===== src/core/rsc_pkg.sv =====
// Purpose: shared constants and types of the reset source controller
// Assumes: 20 MHz clock, register port with 4-bit address, 8-bit data
// Notes: fuse field encodings are fixed here
package rsc_pkg;
  // ==========================================================
  // register map
  localparam int ADDR_W = 4;
  localparam int DATA_W = 8;
  localparam logic [3:0] OFF_FLAGS = 4'h0;
  localparam logic [3:0] OFF_TRIG = 4'h1;
  localparam int TRIG_BIT = 0;
  // cause flag positions
  localparam int F_POR = 0;
  localparam int F_BOR = 1;
  localparam int F_PIN = 2;
  localparam int F_WDT = 3;
  localparam int F_SW = 4;
  localparam int F_DBG = 5;
  localparam int NFLAG = 6;
  localparam logic [5:0] FLAGS_RST = 6'h01;
  // ==========================================================
  // fuse encodings
  localparam logic [1:0] PIN_CFG_RESET = 2'h2;
  localparam logic [1:0] CRC_SRC_NONE = 2'h3;
  // ==========================================================
  // timing
  localparam int CLK_PERIOD_NS = 50;
  localparam int INIT_BASE_NS = 800;
  localparam logic [31:0] INIT_BASE_CYC =
    32'((INIT_BASE_NS + CLK_PERIOD_NS - 1) / CLK_PERIOD_NS);
  localparam int SUT_UNIT_MS = 1;
  localparam int SUT_UNIT_CYC_DEF = SUT_UNIT_MS * 1000000 / CLK_PERIOD_NS;
  localparam int CRC_SCAN_CYC_DEF = 8192;
  // ==========================================================
  // sequencer states
  typedef enum logic [1:0] {
    ST_RUN = 2'b00,
    ST_ACTIVE = 2'b01,
    ST_INIT = 2'b10
  } rsc_state_t;
endpackage : rsc_pkg


===== src/core/rsc_top.sv =====
// Purpose: reset source controller, six sources into one device reset
// Assumes: rst is the power-on detector output; key_open is high
//   while the protection window for the io register key is open
// Notes: fuse fields are static while running
// How it works
// - enabled low reset pin holds reset
// - watchdog time-out issues system reset
// - writing trigger bit starts reset two clocks later
// - trigger bit always reads zero
// - all but power-on reload fuses; supply resets debug
// - active phase, then init after release
// - supply resets add start-up fuse time
// - crc start-up scan lengthens init phase
// - runs in active and all sleep modes
// - unlocked-less protected writes are ignored
// - trigger register needs io register key
// - each reset type sets its flag
// - write one clears flag, zero keeps
// - power-on leaves only power-on flag
// - no other flags until boot completes
//
// The address-and-strobe port was decided locally.
`timescale 1ns/1ns
module rsc_top
  import rsc_pkg::*;
#(
  parameter int SUT_UNIT_CYC = rsc_pkg::SUT_UNIT_CYC_DEF,
  parameter int CRC_SCAN_CYC = rsc_pkg::CRC_SCAN_CYC_DEF
) (
  // clock and power-on reset
  input wire logic clk,
  input wire logic rst,
  // register port
  input wire logic [rsc_pkg::ADDR_W-1:0] addr,
  input wire logic [rsc_pkg::DATA_W-1:0] wr_data,
  input wire logic wr_en,
  input wire logic rd_en,
  output logic [rsc_pkg::DATA_W-1:0] rd_data,
  // protection window
  input wire logic key_open,
  // reset sources
  input wire logic reset_pin_n,
  input wire logic bod_det,
  input wire logic wdt_timeout,
  input wire logic dbg_reset_req,
  // fuses
  input wire logic [1:0] reset_pin_fuse_field,
  input wire logic [2:0] startup_time_field,
  input wire logic [1:0] crc_source_field,
  // reset outputs
  output logic sys_rst,
  output logic dbg_rst,
  output logic fuse_reload
);
  import rsc_pkg::*;

  // ==========================================================
  // source conditioning
  logic [1:0] async_s;
  logic pin_low;
  logic bod_s;
  logic pin_req;
  logic sw_pend;
  logic any_req;
  logic [NFLAG-1:0] set_vec;

  rsc_sync #(.W(2)) u_sync (
    .clk(clk),
    .rst(rst),
    .d({bod_det, ~reset_pin_n}),
    .q(async_s)
  );

  assign pin_low = async_s[0];
  assign bod_s = async_s[1];
  assign pin_req = pin_low && (reset_pin_fuse_field == PIN_CFG_RESET);
  // debug request only ever comes from the debug port pin side
  assign any_req = pin_req || bod_s || wdt_timeout || sw_pend
                   || dbg_reset_req;

  // ==========================================================
  // register decode
  logic wr_flags;
  logic wr_trig;
  logic rd_flags;
  logic sw_fire;

  assign wr_flags = wr_en && (addr == OFF_FLAGS);
  assign wr_trig = wr_en && (addr == OFF_TRIG);
  assign rd_flags = rd_en && (addr == OFF_FLAGS);
  // key-less writes fall through with no effect
  assign sw_fire = wr_trig && key_open && wr_data[TRIG_BIT];

  always_ff @(posedge clk or posedge rst) begin
    if (rst) begin
      sw_pend <= 1'b0;
    end else begin
      sw_pend <= sw_fire;
    end
  end

  // ==========================================================
  // sequencer
  // clock never gated by sleep state, so sources act in every mode
  rsc_state_t state;
  rsc_state_t next_state;
  logic [31:0] cnt;
  logic [31:0] next_cnt;
  logic [31:0] sut_cyc;
  logic [31:0] init_len;
  logic crc_on;
  logic ps_cause;
  logic next_ps_cause;
  logic init_done;
  logic boot_pend;

  assign sut_cyc = (startup_time_field == 3'h0) ? 32'h0 :
    (32'(SUT_UNIT_CYC) << (startup_time_field - 3'h1));
  assign crc_on = (crc_source_field != CRC_SRC_NONE);
  assign init_len = INIT_BASE_CYC
                    + (ps_cause ? sut_cyc : 32'h0)
                    + (crc_on ? 32'(CRC_SCAN_CYC) : 32'h0);
  assign init_done = (state == ST_INIT) && (cnt >= init_len - 32'h1);

  always_comb begin
    next_state = state;
    next_cnt = cnt;
    next_ps_cause = ps_cause || bod_s;
    unique case (state)
      ST_RUN: begin
        next_ps_cause = bod_s;
        if (any_req) begin
          next_state = ST_ACTIVE;
        end
      end
      ST_ACTIVE: begin
        next_cnt = 32'h0;
        if (!any_req) begin
          next_state = ST_INIT;
        end
      end
      ST_INIT: begin
        next_cnt = cnt + 32'h1;
        if (any_req) begin
          next_state = ST_ACTIVE;
        end else if (init_done) begin
          next_state = ST_RUN;
        end
      end
      default: begin
        next_state = ST_ACTIVE;
      end
    endcase
  end

  always_ff @(posedge clk or posedge rst) begin
    if (rst) begin
      state <= ST_INIT;
      cnt <= 32'h0;
      ps_cause <= 1'b1;
    end else begin
      state <= next_state;
      cnt <= next_cnt;
      ps_cause <= next_ps_cause;
    end
  end

  // ==========================================================
  // reset outputs
  always_ff @(posedge clk or posedge rst) begin
    if (rst) begin
      sys_rst <= 1'b1;
      dbg_rst <= 1'b1;
      fuse_reload <= 1'b0;
      boot_pend <= 1'b1;
    end else begin
      sys_rst <= (next_state != ST_RUN);
      dbg_rst <= (next_state != ST_RUN) && next_ps_cause;
      fuse_reload <= (state == ST_ACTIVE) && !any_req;
      if (init_done && !any_req) begin
        boot_pend <= 1'b0;
      end
    end
  end

  // ==========================================================
  // cause flags
  logic [NFLAG-1:0] flags;

  assign set_vec[F_POR] = 1'b0;
  assign set_vec[F_BOR] = bod_s;
  assign set_vec[F_PIN] = pin_req;
  assign set_vec[F_WDT] = wdt_timeout;
  assign set_vec[F_SW] = sw_pend;
  assign set_vec[F_DBG] = dbg_reset_req;

  always_ff @(posedge clk or posedge rst) begin
    if (rst) begin
      flags <= FLAGS_RST;
    end else if (!boot_pend) begin
      // set beats a same-cycle clear
      flags <= (flags & ~(wr_flags ? wr_data[NFLAG-1:0] : '0))
               | set_vec;
    end else begin
      flags <= flags & ~(wr_flags ? wr_data[NFLAG-1:0] : '0);
    end
  end

  // ==========================================================
  // read port, trigger register and unmapped read as zero
  always_ff @(posedge clk or posedge rst) begin
    if (rst) begin
      rd_data <= 8'h00;
    end else if (rd_flags) begin
      rd_data <= {2'h0, flags};
    end else begin
      rd_data <= 8'h00;
    end
  end

  // ==========================================================
  // checks
  AST_PIN: assert property (@(posedge clk) disable iff (rst)
    pin_req |=> sys_rst)
    else $error("pin low did not hold reset");
  AST_WDT: assert property (@(posedge clk) disable iff (rst)
    wdt_timeout |=> sys_rst ##1 state == ST_INIT)
    else $error("watchdog time-out gave no reset");
  AST_SWR: assert property (@(posedge clk) disable iff (rst)
    sw_fire |-> ##2 sys_rst)
    else $error("software trigger gave no reset");
  AST_SWRD: assert property (@(posedge clk) disable iff (rst)
    rd_en && addr == OFF_TRIG |=> rd_data == 8'h00)
    else $error("trigger register read nonzero");
  AST_DBG: assert property (@(posedge clk) disable iff (rst)
    state == ST_RUN && wdt_timeout && !bod_s |=> sys_rst && !dbg_rst)
    else $error("user reset touched debug logic");
  AST_FUSE: assert property (@(posedge clk) disable iff (rst)
    state == ST_ACTIVE && !any_req |=> fuse_reload && state == ST_INIT)
    else $error("no fuse reload at init start");
  AST_ACT: assert property (@(posedge clk) disable iff (rst)
    any_req |=> state == ST_ACTIVE)
    else $error("request did not enter active phase");
  AST_SUT: assert property (@(posedge clk) disable iff (rst)
    !ps_cause && !crc_on |-> init_len == INIT_BASE_CYC)
    else $error("start-up time added to user reset");
  AST_CRC: assert property (@(posedge clk) disable iff (rst)
    crc_on && !ps_cause |-> init_len == INIT_BASE_CYC + 32'(CRC_SCAN_CYC))
    else $error("crc scan time missing");
  AST_LOCK: assert property (@(posedge clk) disable iff (rst)
    wr_trig && !key_open |=> !sw_pend)
    else $error("locked trigger write acted");
  AST_SET: assert property (@(posedge clk) disable iff (rst)
    !boot_pend && wdt_timeout |=> flags[F_WDT])
    else $error("watchdog flag not set");
  AST_CLR: assert property (@(posedge clk) disable iff (rst)
    wr_flags && wr_data[F_PIN] && !set_vec[F_PIN] |=> !flags[F_PIN])
    else $error("flag not cleared by write one");
  AST_BOOT: assert property (@(posedge clk) disable iff (rst)
    boot_pend && flags[5:1] == 5'h0 |=> flags[5:1] == 5'h0)
    else $error("flag set before boot completed");
  AST_REL: assert property (@(posedge clk) disable iff (rst)
    init_done && !any_req |=> !sys_rst && state == ST_RUN)
    else $error("reset not released after init");

  COV_SW: cover property (@(posedge clk) disable iff (rst)
    sw_fire ##2 sys_rst);
  COV_PIN: cover property (@(posedge clk) disable iff (rst)
    pin_req ##1 !pin_req);
  COV_BOD: cover property (@(posedge clk) disable iff (rst)
    state == ST_RUN && bod_s ##1 dbg_rst);
  COV_REL: cover property (@(posedge clk) disable iff (rst)
    $fell(sys_rst));
endmodule : rsc_top


===== src/core/rsc_sync.sv =====
// Purpose: two-flop synchroniser for asynchronous levels
// Assumes: inputs are quasi-static levels
// Notes: first stage is read by the second stage only
`timescale 1ns/1ns
module rsc_sync #(
  parameter int W = 1
) (
  // clock and reset
  input wire logic clk,
  input wire logic rst,
  // levels
  input wire logic [W-1:0] d,
  output logic [W-1:0] q
);
  // ==========================================================
  // two stages
  logic [W-1:0] meta;

  always_ff @(posedge clk or posedge rst) begin
    if (rst) begin
      meta <= '0;
      q <= '0;
    end else begin
      meta <= d;
      q <= meta;
    end
  end
endmodule : rsc_sync


===== config.mk =====
export PLATFORM = sky130hd
export DESIGN_NAME = rsc_top
export DESIGN_NICKNAME = d
export VERILOG_FILES = /design/src/core/rsc_pkg.sv /design/src/core/rsc_top.sv /design/src/core/rsc_sync.sv
export SDC_FILE = /design/constraint.sdc
export NUM_CORES = 1
export LEC_CHECK = 0
export BUFFER_PORTS_ARGS = -buffer_cell sky130_fd_sc_hd__buf_2
export CAP_MARGIN = 0
export CORE_UTILIZATION = 53
export DETAILED_ROUTE_END_ITERATION = 8
export PLACE_DENSITY = 0.77
export SLEW_MARGIN = 20
export SYNTH_ARGS = -nofsm -noshare
export SYNTH_HDL_FRONTEND = slang
export SYNTH_HIERARCHICAL = 1
export SYNTH_SLANG_ARGS = --single-unit
export TNS_END_PERCENT = 1

===== constraint.sdc =====
create_clock -name clk -period 3.37 [get_ports clk]
set_input_delay 0.674 -clock clk [delete_from_list [all_inputs] [get_ports clk]]
set_output_delay 0.674 -clock clk [all_outputs]
set_load 0.02 [all_outputs]

==> summary.txt, run 1 <==
Floorplan
  • Initial Utilization: 0.561
  • Core box area: 6460 um^2
  • Row count: 29
  • Die height: 84.7 um
  • Die Area: 7170 um^2
  • I/O pin count: 39
  • Die X: 84.7 um

GRT
  • First-pass GRT wire length: 13,900 um
  • GRT Total Usage: 0.238
  • Vias in the first global route: 3,029
  • Grt ovf: 0
  • Antenna violations before repair: 0
  • Largest net degree at the start of global routing: 53

Logic synthesis
  • Syn Area/Cell: 9.08 um^2
  • #FFs+latches synth: 56
  • Main flop type after synthesis: dfrtp_1
  • Number of synthesized flops with an enable pin: 0
  • Yosys warning total: 6
  • Seq/Total Area, Yosys: 0.389
  • Mapped Cells: 399
  • Synth unique cells: 56
  • Asr flop ratio synth: 1.00
  • Mapped Area: 3620 um^2

Routing
  • DRT iter0 DRCs: 170
  • TritonRoute pass-1 iters: 4
  • Wire length per cell: 15.0 um
  • Final wirelength: 8190 um
  • Vias: 3,129
  • Post-route ant nets: 0
  • Via-to-Cell Ratio: 5.75
  • Remaining DRCs: 0

Clock tree
  • Hold buffer count at CTS: 0
  • CTS clk-pin slew, worst paths: 0.10 ns
  • Cts bufs inserted: 5
  • # clock sinks: 56
  • Clk root buf: clkbuf_8
  • CTS tree: done
  • Max Buffers Root-to-Sink: 2
  • Clk_lat worst skew: 0.31 ns
  • H-tree depth: 2

Timing
  • Total Neg Setup Slack: -1.90 ns
  • RSZ-0062 raised after global routing: yes
  • Slew HR: 0.405
  • Crit path time final: 3.79 ns
  • Highest clock rate: 264 MHz
  • Final worst clock skew: 0.00680 ns
  • Pins over their slew limit: 0
  • Worst Tran Pin Value: 0.893 ns
  • Setup ws final: -0.424 ns
  • Final setup fails: 5
  • Fin. Hold Viols: 0
  • Period utilisation layout: 1.13

Final layout
  • Final layout net count: 524
  • Commonest cells after routing, fill and taps aside: dfrtp_1, nand2_1, buf_4, buf_2, nor2_1
  • Antenna diodes: 0
  • Share of layout cells above drive strength 1: 0.255
  • Final core utilization: 0.682
  • Most common cell after layout, fill and taps aside: dfrtp_1
  • Area grow syn2layout: 21.7%

Critical path
  • Startpoint types: input pin
  • Crit end category: register
  • Reg2reg start: ps_cause
  • Setup crit start: startup_time_field[0]
  • Critical path required time: 3.61 ns
  • Worst path max stage delay: 0.42 ns
  • Crit Path Class: in2reg
  • Critical path cell sequence: buf_8 > clkinvlp_4 > ha_4 > xnor2_4 > and2_4 > nor2_4 > ha_4 > ha_4 > and3_4 > nor3b_4 > buf_4 > a211oi_2 > a31oi_1 > ha_1 > a21oi_2 > o21ai_1 > a2111oi_4 > o221ai_4 > a211oi_2
  • Most frequent CP cell: ha_4
  • Largest fanout on the critical path: 5
  • Critical path arrival: 4.03 ns
  • CP max-delay cell: a2111oi_4

Pwr
  • Pwr dens: 446 nW/um^2
  • Pleak: 2.04 nW
  • Worst IR Drop VDD: 0.602 mV
  • Pwr Total: 1.97 mW

Run status
  • Failing checks: setup timing
  • Status: finished, violations left

Placement
  • Routability-driven placement congestion ratio: 0.826
  • Dpl hpwl: 6100 um
  • Port bufs: 34

Worst hold path
  • Hold crit path type: in2async

Run
  • Max-cap violations: 0
[report_power, final]
group	internal (mW)	total [mW]	leakage [nW]	switching (mW)
Sequential	0.722	0.751	0.749	0.0292
Combinational	0.289	0.760	1.23	0.471
Clock	0.226	0.455	0.0600	0.229
[metrics by stage]
stage	area [um^2]	setup slack, ns	hold WS [ns]	std cells
after global placement	4190	-0.635	0.335	531
after floorplan	3740	-0.460	0.331	400
final	4410	-0.424	0.234	544
after detailed placement	4190	-0.844	0.338	531
after CTS	4370	-0.363	0.231	543
after global routing	4410	-0.590	0.241	544
[registers in the layout (all words and copies together) (netlist names)]
| signal | cells |
|---|---|
| fuse_reload | 1 |
| sw_pend | 1 |
| rd_data | 6 |
| boot_pend | 1 |
| sys_rst | 1 |
| u_sync/q | 2 |
| cnt | 32 |
| dbg_rst | 1 |
| u_sync/meta | 2 |
| flags | 6 |
| ps_cause | 1 |
| state | 2 |
[synth_stat cells, types with 9 or more instances]
cell type / instances / area, um^2
dfrtp_1: 50 / 1250
nand2_1: 45 / 169
nor2_1: 32 / 120
ha_1: 30 / 375
inv_1: 26 / 97.6
xnor2_1: 21 / 184
a21oi_1: 18 / 90.1
nand3_1: 18 / 90.1
o21ai_0: 17 / 85.1
and2_1: 12 / 75.1
clkbuf_1: 9 / 33.8
nand4_1: 9 / 56.3
[area by class of cell]
class	count	area, um^2
Clock inverter	3	46.3
Sequential cell	56	1410
Tap cell	77	96.3
Multi-Input combinational cell	304	2210
Inverter	26	103
Timing Repair Buffer	73	473
Clock buffer	5	68.8
Fill cell	518	2050
[critical path: cells and delay by family]
family	cells	cell delay, ns
AOI/OAI and AO/OA	7	1.39
and+or+nand+nor	4	0.56
adders and majority gates	4	0.84
xor gates and xnor gates	1	0.22
buffers and inverters	3	0.34
[final timing paths]
check	end	slack (ns)	cells past startpoint
worst max-delay path	dbg_rst	-0.42	19
max in group asynchronous	cnt[7]	2.32	2
worst min register to register	u_sync/q[1]	0.36	0
worst max register to register	state[0]	-0.08	14
worst min-delay path	u_sync/meta[0]	0.23	2
min in group clk	u_sync/q[1]	0.36	0
[metal layers]
metal,routed length (um),vias to the layer above,track usage
met5,0,-,0
met4,133,0,0.0601
met3,280,12,0.0344
met2,4060,58,0.406
met1,3710,1513,0.321
li1,-,1546,-
[logic make-up (layout without fill, tap and decap cells)]
kind of cell / count (synthesis) / after routing / synth area share
compound gates: 72 / 72 / 0.134
xor+xnor: 25 / 25 / 0.0604
fa+ha+maj: 30 / 30 / 0.104
buf+inv: 40 / 107 / 0.0446
flops: 56 / 56 / 0.389
mux: 4 / 4 / 0.0114
other cells: 1 / 2 / 0.00104
simple gates: 171 / 171 / 0.256
[timing repair]
action                     4_1_cts  5_1_grt
pin swaps                       11       11
setup endpoints to repair        5        5
buffers inserted                 4        1
gates resized for setup          8        7
No activity file was read; power rests on OpenSTA's default activity.
==> run 2, diff against run 1 <==
- CELL_PAD_IN_SITES_DETAIL_PLACEMENT: not set -> 0
- CELL_PAD_IN_SITES_GLOBAL_PLACEMENT: not set -> 2
- CORE_UTILIZATION: 53 -> 33
- SLEW_MARGIN: 20 -> 10
==> summary.txt, run 2 (synthesis results as in run 1) <==
Critical path
  • Crit end category: register
  • Crit Path Class: in2reg
  • Startpoint types: input pin
  • Critical path arrival: 3.88 ns
  • Largest fanout on the critical path: 5
  • Critical path required time: 3.62 ns

Timing
  • Slew HR: 0.489
  • Total Neg Setup Slack: -1.15 ns
  • Fin. Hold Viols: 0
  • RSZ-0062 raised after global routing: yes
  • Highest clock rate: 276 MHz
  • Setup ws final: -0.258 ns
  • Worst Tran Pin Value: 0.747 ns
  • Period utilisation layout: 1.08
  • Final worst clock skew: 0.0103 ns
  • Final setup fails: 5
  • Pins over their slew limit: 0
  • Crit path time final: 3.63 ns

Routing
  • Remaining DRCs: 0
  • TritonRoute pass-1 iters: 4
  • Via-to-Cell Ratio: 5.12
  • Post-route ant nets: 0
  • Wire length per cell: 14.8 um
  • Final wirelength: 8970 um
  • Vias: 3,098
  • DRT iter0 DRCs: 90

Clock tree
  • # clock sinks: 56
  • Hold buffer count at CTS: 0
  • Clk root buf: clkbuf_8
  • Max Buffers Root-to-Sink: 2
  • Clk_lat worst skew: 0.33 ns
  • H-tree depth: 2
  • CTS clk-pin slew, worst paths: 0.10 ns
  • Cts bufs inserted: 5
  • CTS tree: done

Final layout
  • Top Registers: cnt: 32 flops, flags: 6 flops, rd_data: 6 flops
  • Max reg flops: 32
  • Reg with most FFs: cnt
  • Final layout net count: 526
  • Area grow syn2layout: 24.7%
  • Antenna diodes: 0
  • Commonest cells after routing, fill and taps aside: dfrtp_1, nand2_1, buf_4, buf_2, nor2_1
  • Share of layout cells above drive strength 1: 0.267
  • Most common cell after layout, fill and taps aside: dfrtp_1
  • Final instance area: 4520 um^2

Pwr
  • Worst IR Drop VDD: 0.293 mV
  • Pleak: 2.05 nW
  • Pwr dens: 428 nW/um^2

GRT
  • GRT Total Usage: 0.172
  • Vias in the first global route: 3,119
  • Grt ovf: 0
  • First-pass GRT wire length: 15,500 um
  • Antenna violations before repair: 0
  • Largest net degree at the start of global routing: 36

Run
  • Max-cap violations: 0

Worst hold path
  • Hold crit path type: in2async

Floorplan
  • Core box area: 10,500 um^2
  • Row count: 37
  • I/O pin count: 39
  • Die Area: 11,400 um^2
  • Die X: 107 um
  • Initial Utilization: 0.346
  • Die height: 107 um

Placement
  • Dpl hpwl: 6580 um
  • Post-DP Area: 4300 um^2
  • Port bufs: 34
  • Routability-driven placement congestion ratio: 0.785

Run status
  • Status: finished, violations left
  • Failing checks: setup timing
==> run 2: power by group <==
group	internal, mW	switching, mW	total, mW
clock	0.148	0.245	0.394
sequential	0.722	0.0345	0.756
combinational	0.293	0.489	0.782
==> run 2: metal layers <==
layer  up-vias  global-route usage  wire length (um)
li1       1550                   -                 -
met1      1482               0.219              4230
met2        54               0.296              4300
met3        12              0.0286               256
met4         0              0.0587               193
met5         -                   0                 0
==> run 2: area by class of cell <==
type | count | area, um^2
Fill cell | 1065 | 5950
Multi-Input combinational cell | 304 | 2250
Sequential cell | 56 | 1410
Timing Repair Buffer | 75 | 492
Tap cell | 136 | 170
Inverter | 26 | 101
Clock buffer | 5 | 68.8
Clock inverter | 3 | 21.3
==> run 2: path summary, 6_finish.rpt <==
kind / endpoint / cells after the start / startpoint / slack, ns
min: u_sync/meta[0] / 2 / rst / 0.23
min reg2reg: u_sync/q[1] / 0 / u_sync/meta[1] / 0.36
max: dbg_rst / 19 / startup_time_field[0] / -0.26
max reg2reg: dbg_rst / 16 / ps_cause / -0.01
max in group asynchronous: boot_pend / 3 / rst / 2.23
min in group clk: u_sync/q[1] / 0 / u_sync/meta[1] / 0.36
==> run 2: metrics by stage <==
step / utilization / hold slack, ns / power (mW) / worst slack (ns) / cells
detailed placement: 0.411 / 0.336 / 1.51 / -0.758 / 595
CTS: 0.431 / 0.220 / 1.96 / -0.294 / 605
floorplan: - / 0.331 / 1.26 / -0.460 / 400
finish: 0.432 / 0.226 / 1.93 / -0.258 / 605
global placement: 0.411 / 0.338 / 1.50 / -0.649 / 595
global route: 0.432 / 0.241 / 2.07 / -0.482 / 605
==> run 2: repair_timing <==
| item | in CTS | in global routing |
|---|---|---|
| endpoints found under the setup margin | 5 | 5 |
| buffers inserted | 2 | 0 |
| gates resized for setup | 20 | 2 |
| pin swaps | 20 | 5 |
==> run 2: critical path, cell delays in order <==
cell	delay, ns
buf_8	0.08
clkinvlp_4	0.14
ha_4	0.22
xnor2_4	0.13
and2_4	0.18
nor2_4	0.12
ha_4	0.16
buf_6	0.10
ha_4	0.11
and3_4	0.18
nor3b_4	0.21
a211oi_1	0.10
a31oi_1	0.15
ha_1	0.27
a21oi_2	0.14
o21ai_2	0.08
a2111oi_4	0.39
o221ai_4	0.20
a211oi_2	0.22
==> run 3, diff against run 2 <==
- CTS_CLUSTER_DIAMETER: not set -> 120
- PLACE_DENSITY: 0.77 -> not set
- PLACE_DENSITY_LB_ADDON: not set -> 0.05
- SYNTH_HIERARCHICAL: 1 -> not set
==> summary.txt, run 3 <==
Routing
  • Final wirelength: 9180 um
  • Post-route ant nets: 0
  • DRT iter0 DRCs: 81
  • Wire length per cell: 15.3 um
  • TritonRoute pass-1 iters: 4
  • Vias: 3,039
  • Remaining DRCs: 0
  • Via-to-Cell Ratio: 5.07

Logic synthesis
  • Syn Area/Cell: 9.31 um^2
  • Seq/Total Area, Yosys: 0.393
  • Synth unique cells: 52
  • Most instantiated library cell after synthesis: dfrtp_1
  • Number of synthesized flops with an enable pin: 0
  • Asr flop ratio synth: 1.00
  • Mapped Area: 3580 um^2
  • Top cells by area, synth: dfrtp_1, ha_1, xnor2_1
  • Main flop type after synthesis: dfrtp_1
  • Most frequent cells after synthesis: dfrtp_1, nand2_1, nor2_1
  • Leading area contributor after synthesis: dfrtp_1
  • Mapped Cells: 385
  • #FFs+latches synth: 56
  • Post-synth top area share: 0.349
  • Yosys warning total: 0

GRT
  • Vias in the first global route: 3,141
  • Grt ovf: 0
  • First-pass GRT wire length: 15,500 um
  • Largest net degree at the start of global routing: 43
  • GRT Total Usage: 0.172
  • Antenna violations before repair: 0

Clock tree
  • Max Buffers Root-to-Sink: 2
  • CTS clk-pin slew, worst paths: 0.11 ns
  • Hold buffer count at CTS: 0
  • H-tree depth: 2
  • Clk root buf: clkbuf_8
  • CTS tree: done
  • Clk_lat worst skew: 0.32 ns
  • # clock sinks: 56
  • Cts bufs inserted: 5

Floorplan
  • Die Area: 11,300 um^2
  • I/O pin count: 39
  • Die height: 106 um
  • Initial Utilization: 0.344
  • Row count: 37
  • Core box area: 10,400 um^2
  • Die X: 106 um

Critical path
  • Critical path required time: 3.58 ns
  • Flop2flop setup slack: -0.20 ns
  • Bufs and invs on worst path: 3
  • Crit end category: register
  • Critical path arrival: 3.93 ns
  • FF-to-FF path depth: 13
  • Worst path max stage delay: 0.56 ns
  • Reg2reg start: ps_cause
  • Largest fanout on the critical path: 5
  • CP max-delay cell: or4_4
  • Critical path cell sequence: buf_8 > clkinvlp_4 > ha_4 > xnor2_4 > and2_4 > nor2_4 > ha_4 > ha_4 > and3_4 > buf_6 > nand4_1 > o21ai_2 > a221oi_2 > ha_1 > nand4_1 > or4_4 > a211o_1 > o211ai_4 > a21boi_1
  • Reg-to-reg endpoint: state[0]
  • WP depth: 19
  • Most frequent CP cell: ha_4
  • Crit Path Class: in2reg
  • Startpoint types: input pin
  • Crit-path leading delay family: simple AND/OR/NAND/NOR gates

Pwr
  • Clock power frac: 0.236
  • P_int: 1.25 mW
  • Sequential power share: 0.381
  • Pwr Total: 1.99 mW
  • Combinational power share: 0.383
  • NetSw: 733 uW
  • Pleak: 2.10 nW
  • Worst IR Drop VDD: 0.309 mV
  • Switching share of total power: 0.369
  • Pwr dens: 438 nW/um^2

Final layout
  • Antenna diodes: 0
  • Most common cell after layout, fill and taps aside: dfrtp_1
  • Commonest cells after routing, fill and taps aside: dfrtp_1, buf_4, buf_2, nand2_1, nor2_1
  • Final core utilization: 0.435
  • Reg with most FFs: cnt
  • Final layout net count: 520
  • Final instance area: 4530 um^2
  • Reg area: 1410 um^2
  • Fillers: 1,041
  • Max reg flops: 32
  • Share of layout cells above drive strength 1: 0.276
  • Multi-input logic area: 2210 um^2
  • Area grow syn2layout: 26.5%
  • Top Registers: cnt: 32 flops, flags: 6 flops, rd_data: 6 flops

Placement
  • Routability-driven placement congestion ratio: 0.823
  • Worst slack at placement: -0.927 ns
  • Dpl hpwl: 6650 um
  • Post-DP Area: 4210 um^2
  • Port bufs: 34

Timing
  • Period utilisation layout: 1.10
  • Highest clock rate: 269 MHz
  • RSZ-0062 raised after global routing: yes
  • Crit path time final: 3.72 ns
  • Pins over their slew limit: 0
  • Final setup fails: 5
  • Setup ws final: -0.349 ns
  • Fin. Hold Viols: 0
  • Slew HR: 0.583
  • Final worst clock skew: 0.0120 ns
  • Worst Tran Pin Value: 0.621 ns

Run status
  • Status: finished, violations left
  • Failing checks: setup timing

Run
  • Max-cap violations: 0

Worst hold path
  • Hold crit path type: in2async
## run 3: changes by cell type after synthesis, moves of 4 or more
cell / change
nand2_1: -13
xor2_1: +9
nand4_1: +8
and3_1: +5
inv_1: -5
a31oi_1: -4
or3_1: -4
## run 3: power by group through the flow
stage | registers (mW) | clock network [mW] | logic [mW]
finish | 0.758 | 0.469 | 0.761
global route | 0.763 | 0.507 | 0.849
CTS | 0.757 | 0.485 | 0.744
detailed placement | 0.768 | 0 | 0.705
global placement | 0.771 | 0 | 0.700
floorplan | 0.773 | 0 | 0.469
## run 3: kinds of logic after synthesis
family / after synthesis / synth area share
simple gates: 166 / 0.251
compound gates: 61 / 0.119
flops: 56 / 0.393
buf+inv: 34 / 0.0381
xor+xnor: 32 / 0.0782
fa+ha+maj: 30 / 0.105
mux: 5 / 0.0147
other cells: 1 / 0.00105
## run 3: area by class of cell
type,count,share of cell area
clock buffers,5,0.0152
clock inverters,3,0.0102
multi-input cells,296,0.487
inverters,21,0.0182
repair buffers,82,0.121
flip-flops and latches,56,0.311
well taps,136,0.0375
## run 3: worst max-delay path by stage
| stage | start | end | slack, ns |
|---|---|---|---|
| after floorplan | startup_time_field[0] | state[0] | -0.69 |
| after global placement | startup_time_field[0] | state[1] | -0.84 |
| after detailed placement | startup_time_field[0] | dbg_rst | -0.93 |
| after CTS | startup_time_field[0] | state[0] | -0.44 |
| after global routing | startup_time_field[0] | state[0] | -0.50 |
| final | startup_time_field[0] | state[0] | -0.35 |
## run 3: metal layers
metal  GRT usage  wire length (um)
met2       0.294              4380
met4      0.0466               134
met1       0.228              4480
met3      0.0221               181
met5           0                 0
## run 3: repair_timing
item,4_1_cts,5_1_grt
pin swaps,23,14
setup endpoints to repair,5,5
endpoints found under the hold margin,0,0
buffers inserted,12,4
gates resized for setup,16,8
## run 3: stage by stage
| stage | hold slack (ns) | instances | TNS [ns] |
|---|---|---|---|
| after floorplan | 0.331 | 386 | -3.39 |
| after CTS | 0.294 | 597 | -2.11 |
| final | 0.292 | 599 | -1.65 |
| after global routing | 0.306 | 599 | -2.45 |
| after detailed placement | 0.344 | 577 | -4.55 |
| after global placement | 0.333 | 577 | -4.13 |
## run 3: worst register-to-register path, cell delays in order, from the launching register on
cell and delay, ns:
dfstp_2 0.57, buf_4 0.20, a21boi_0 0.39, ha_4 0.20, and3_4 0.20, nor3b_4 0.21
and3_1 0.18, a31oi_1 0.04, ha_1 0.31, nand4_1 0.13, or4_4 0.56, a211o_1 0.28
o211ai_4 0.12, a21boi_1 0.09
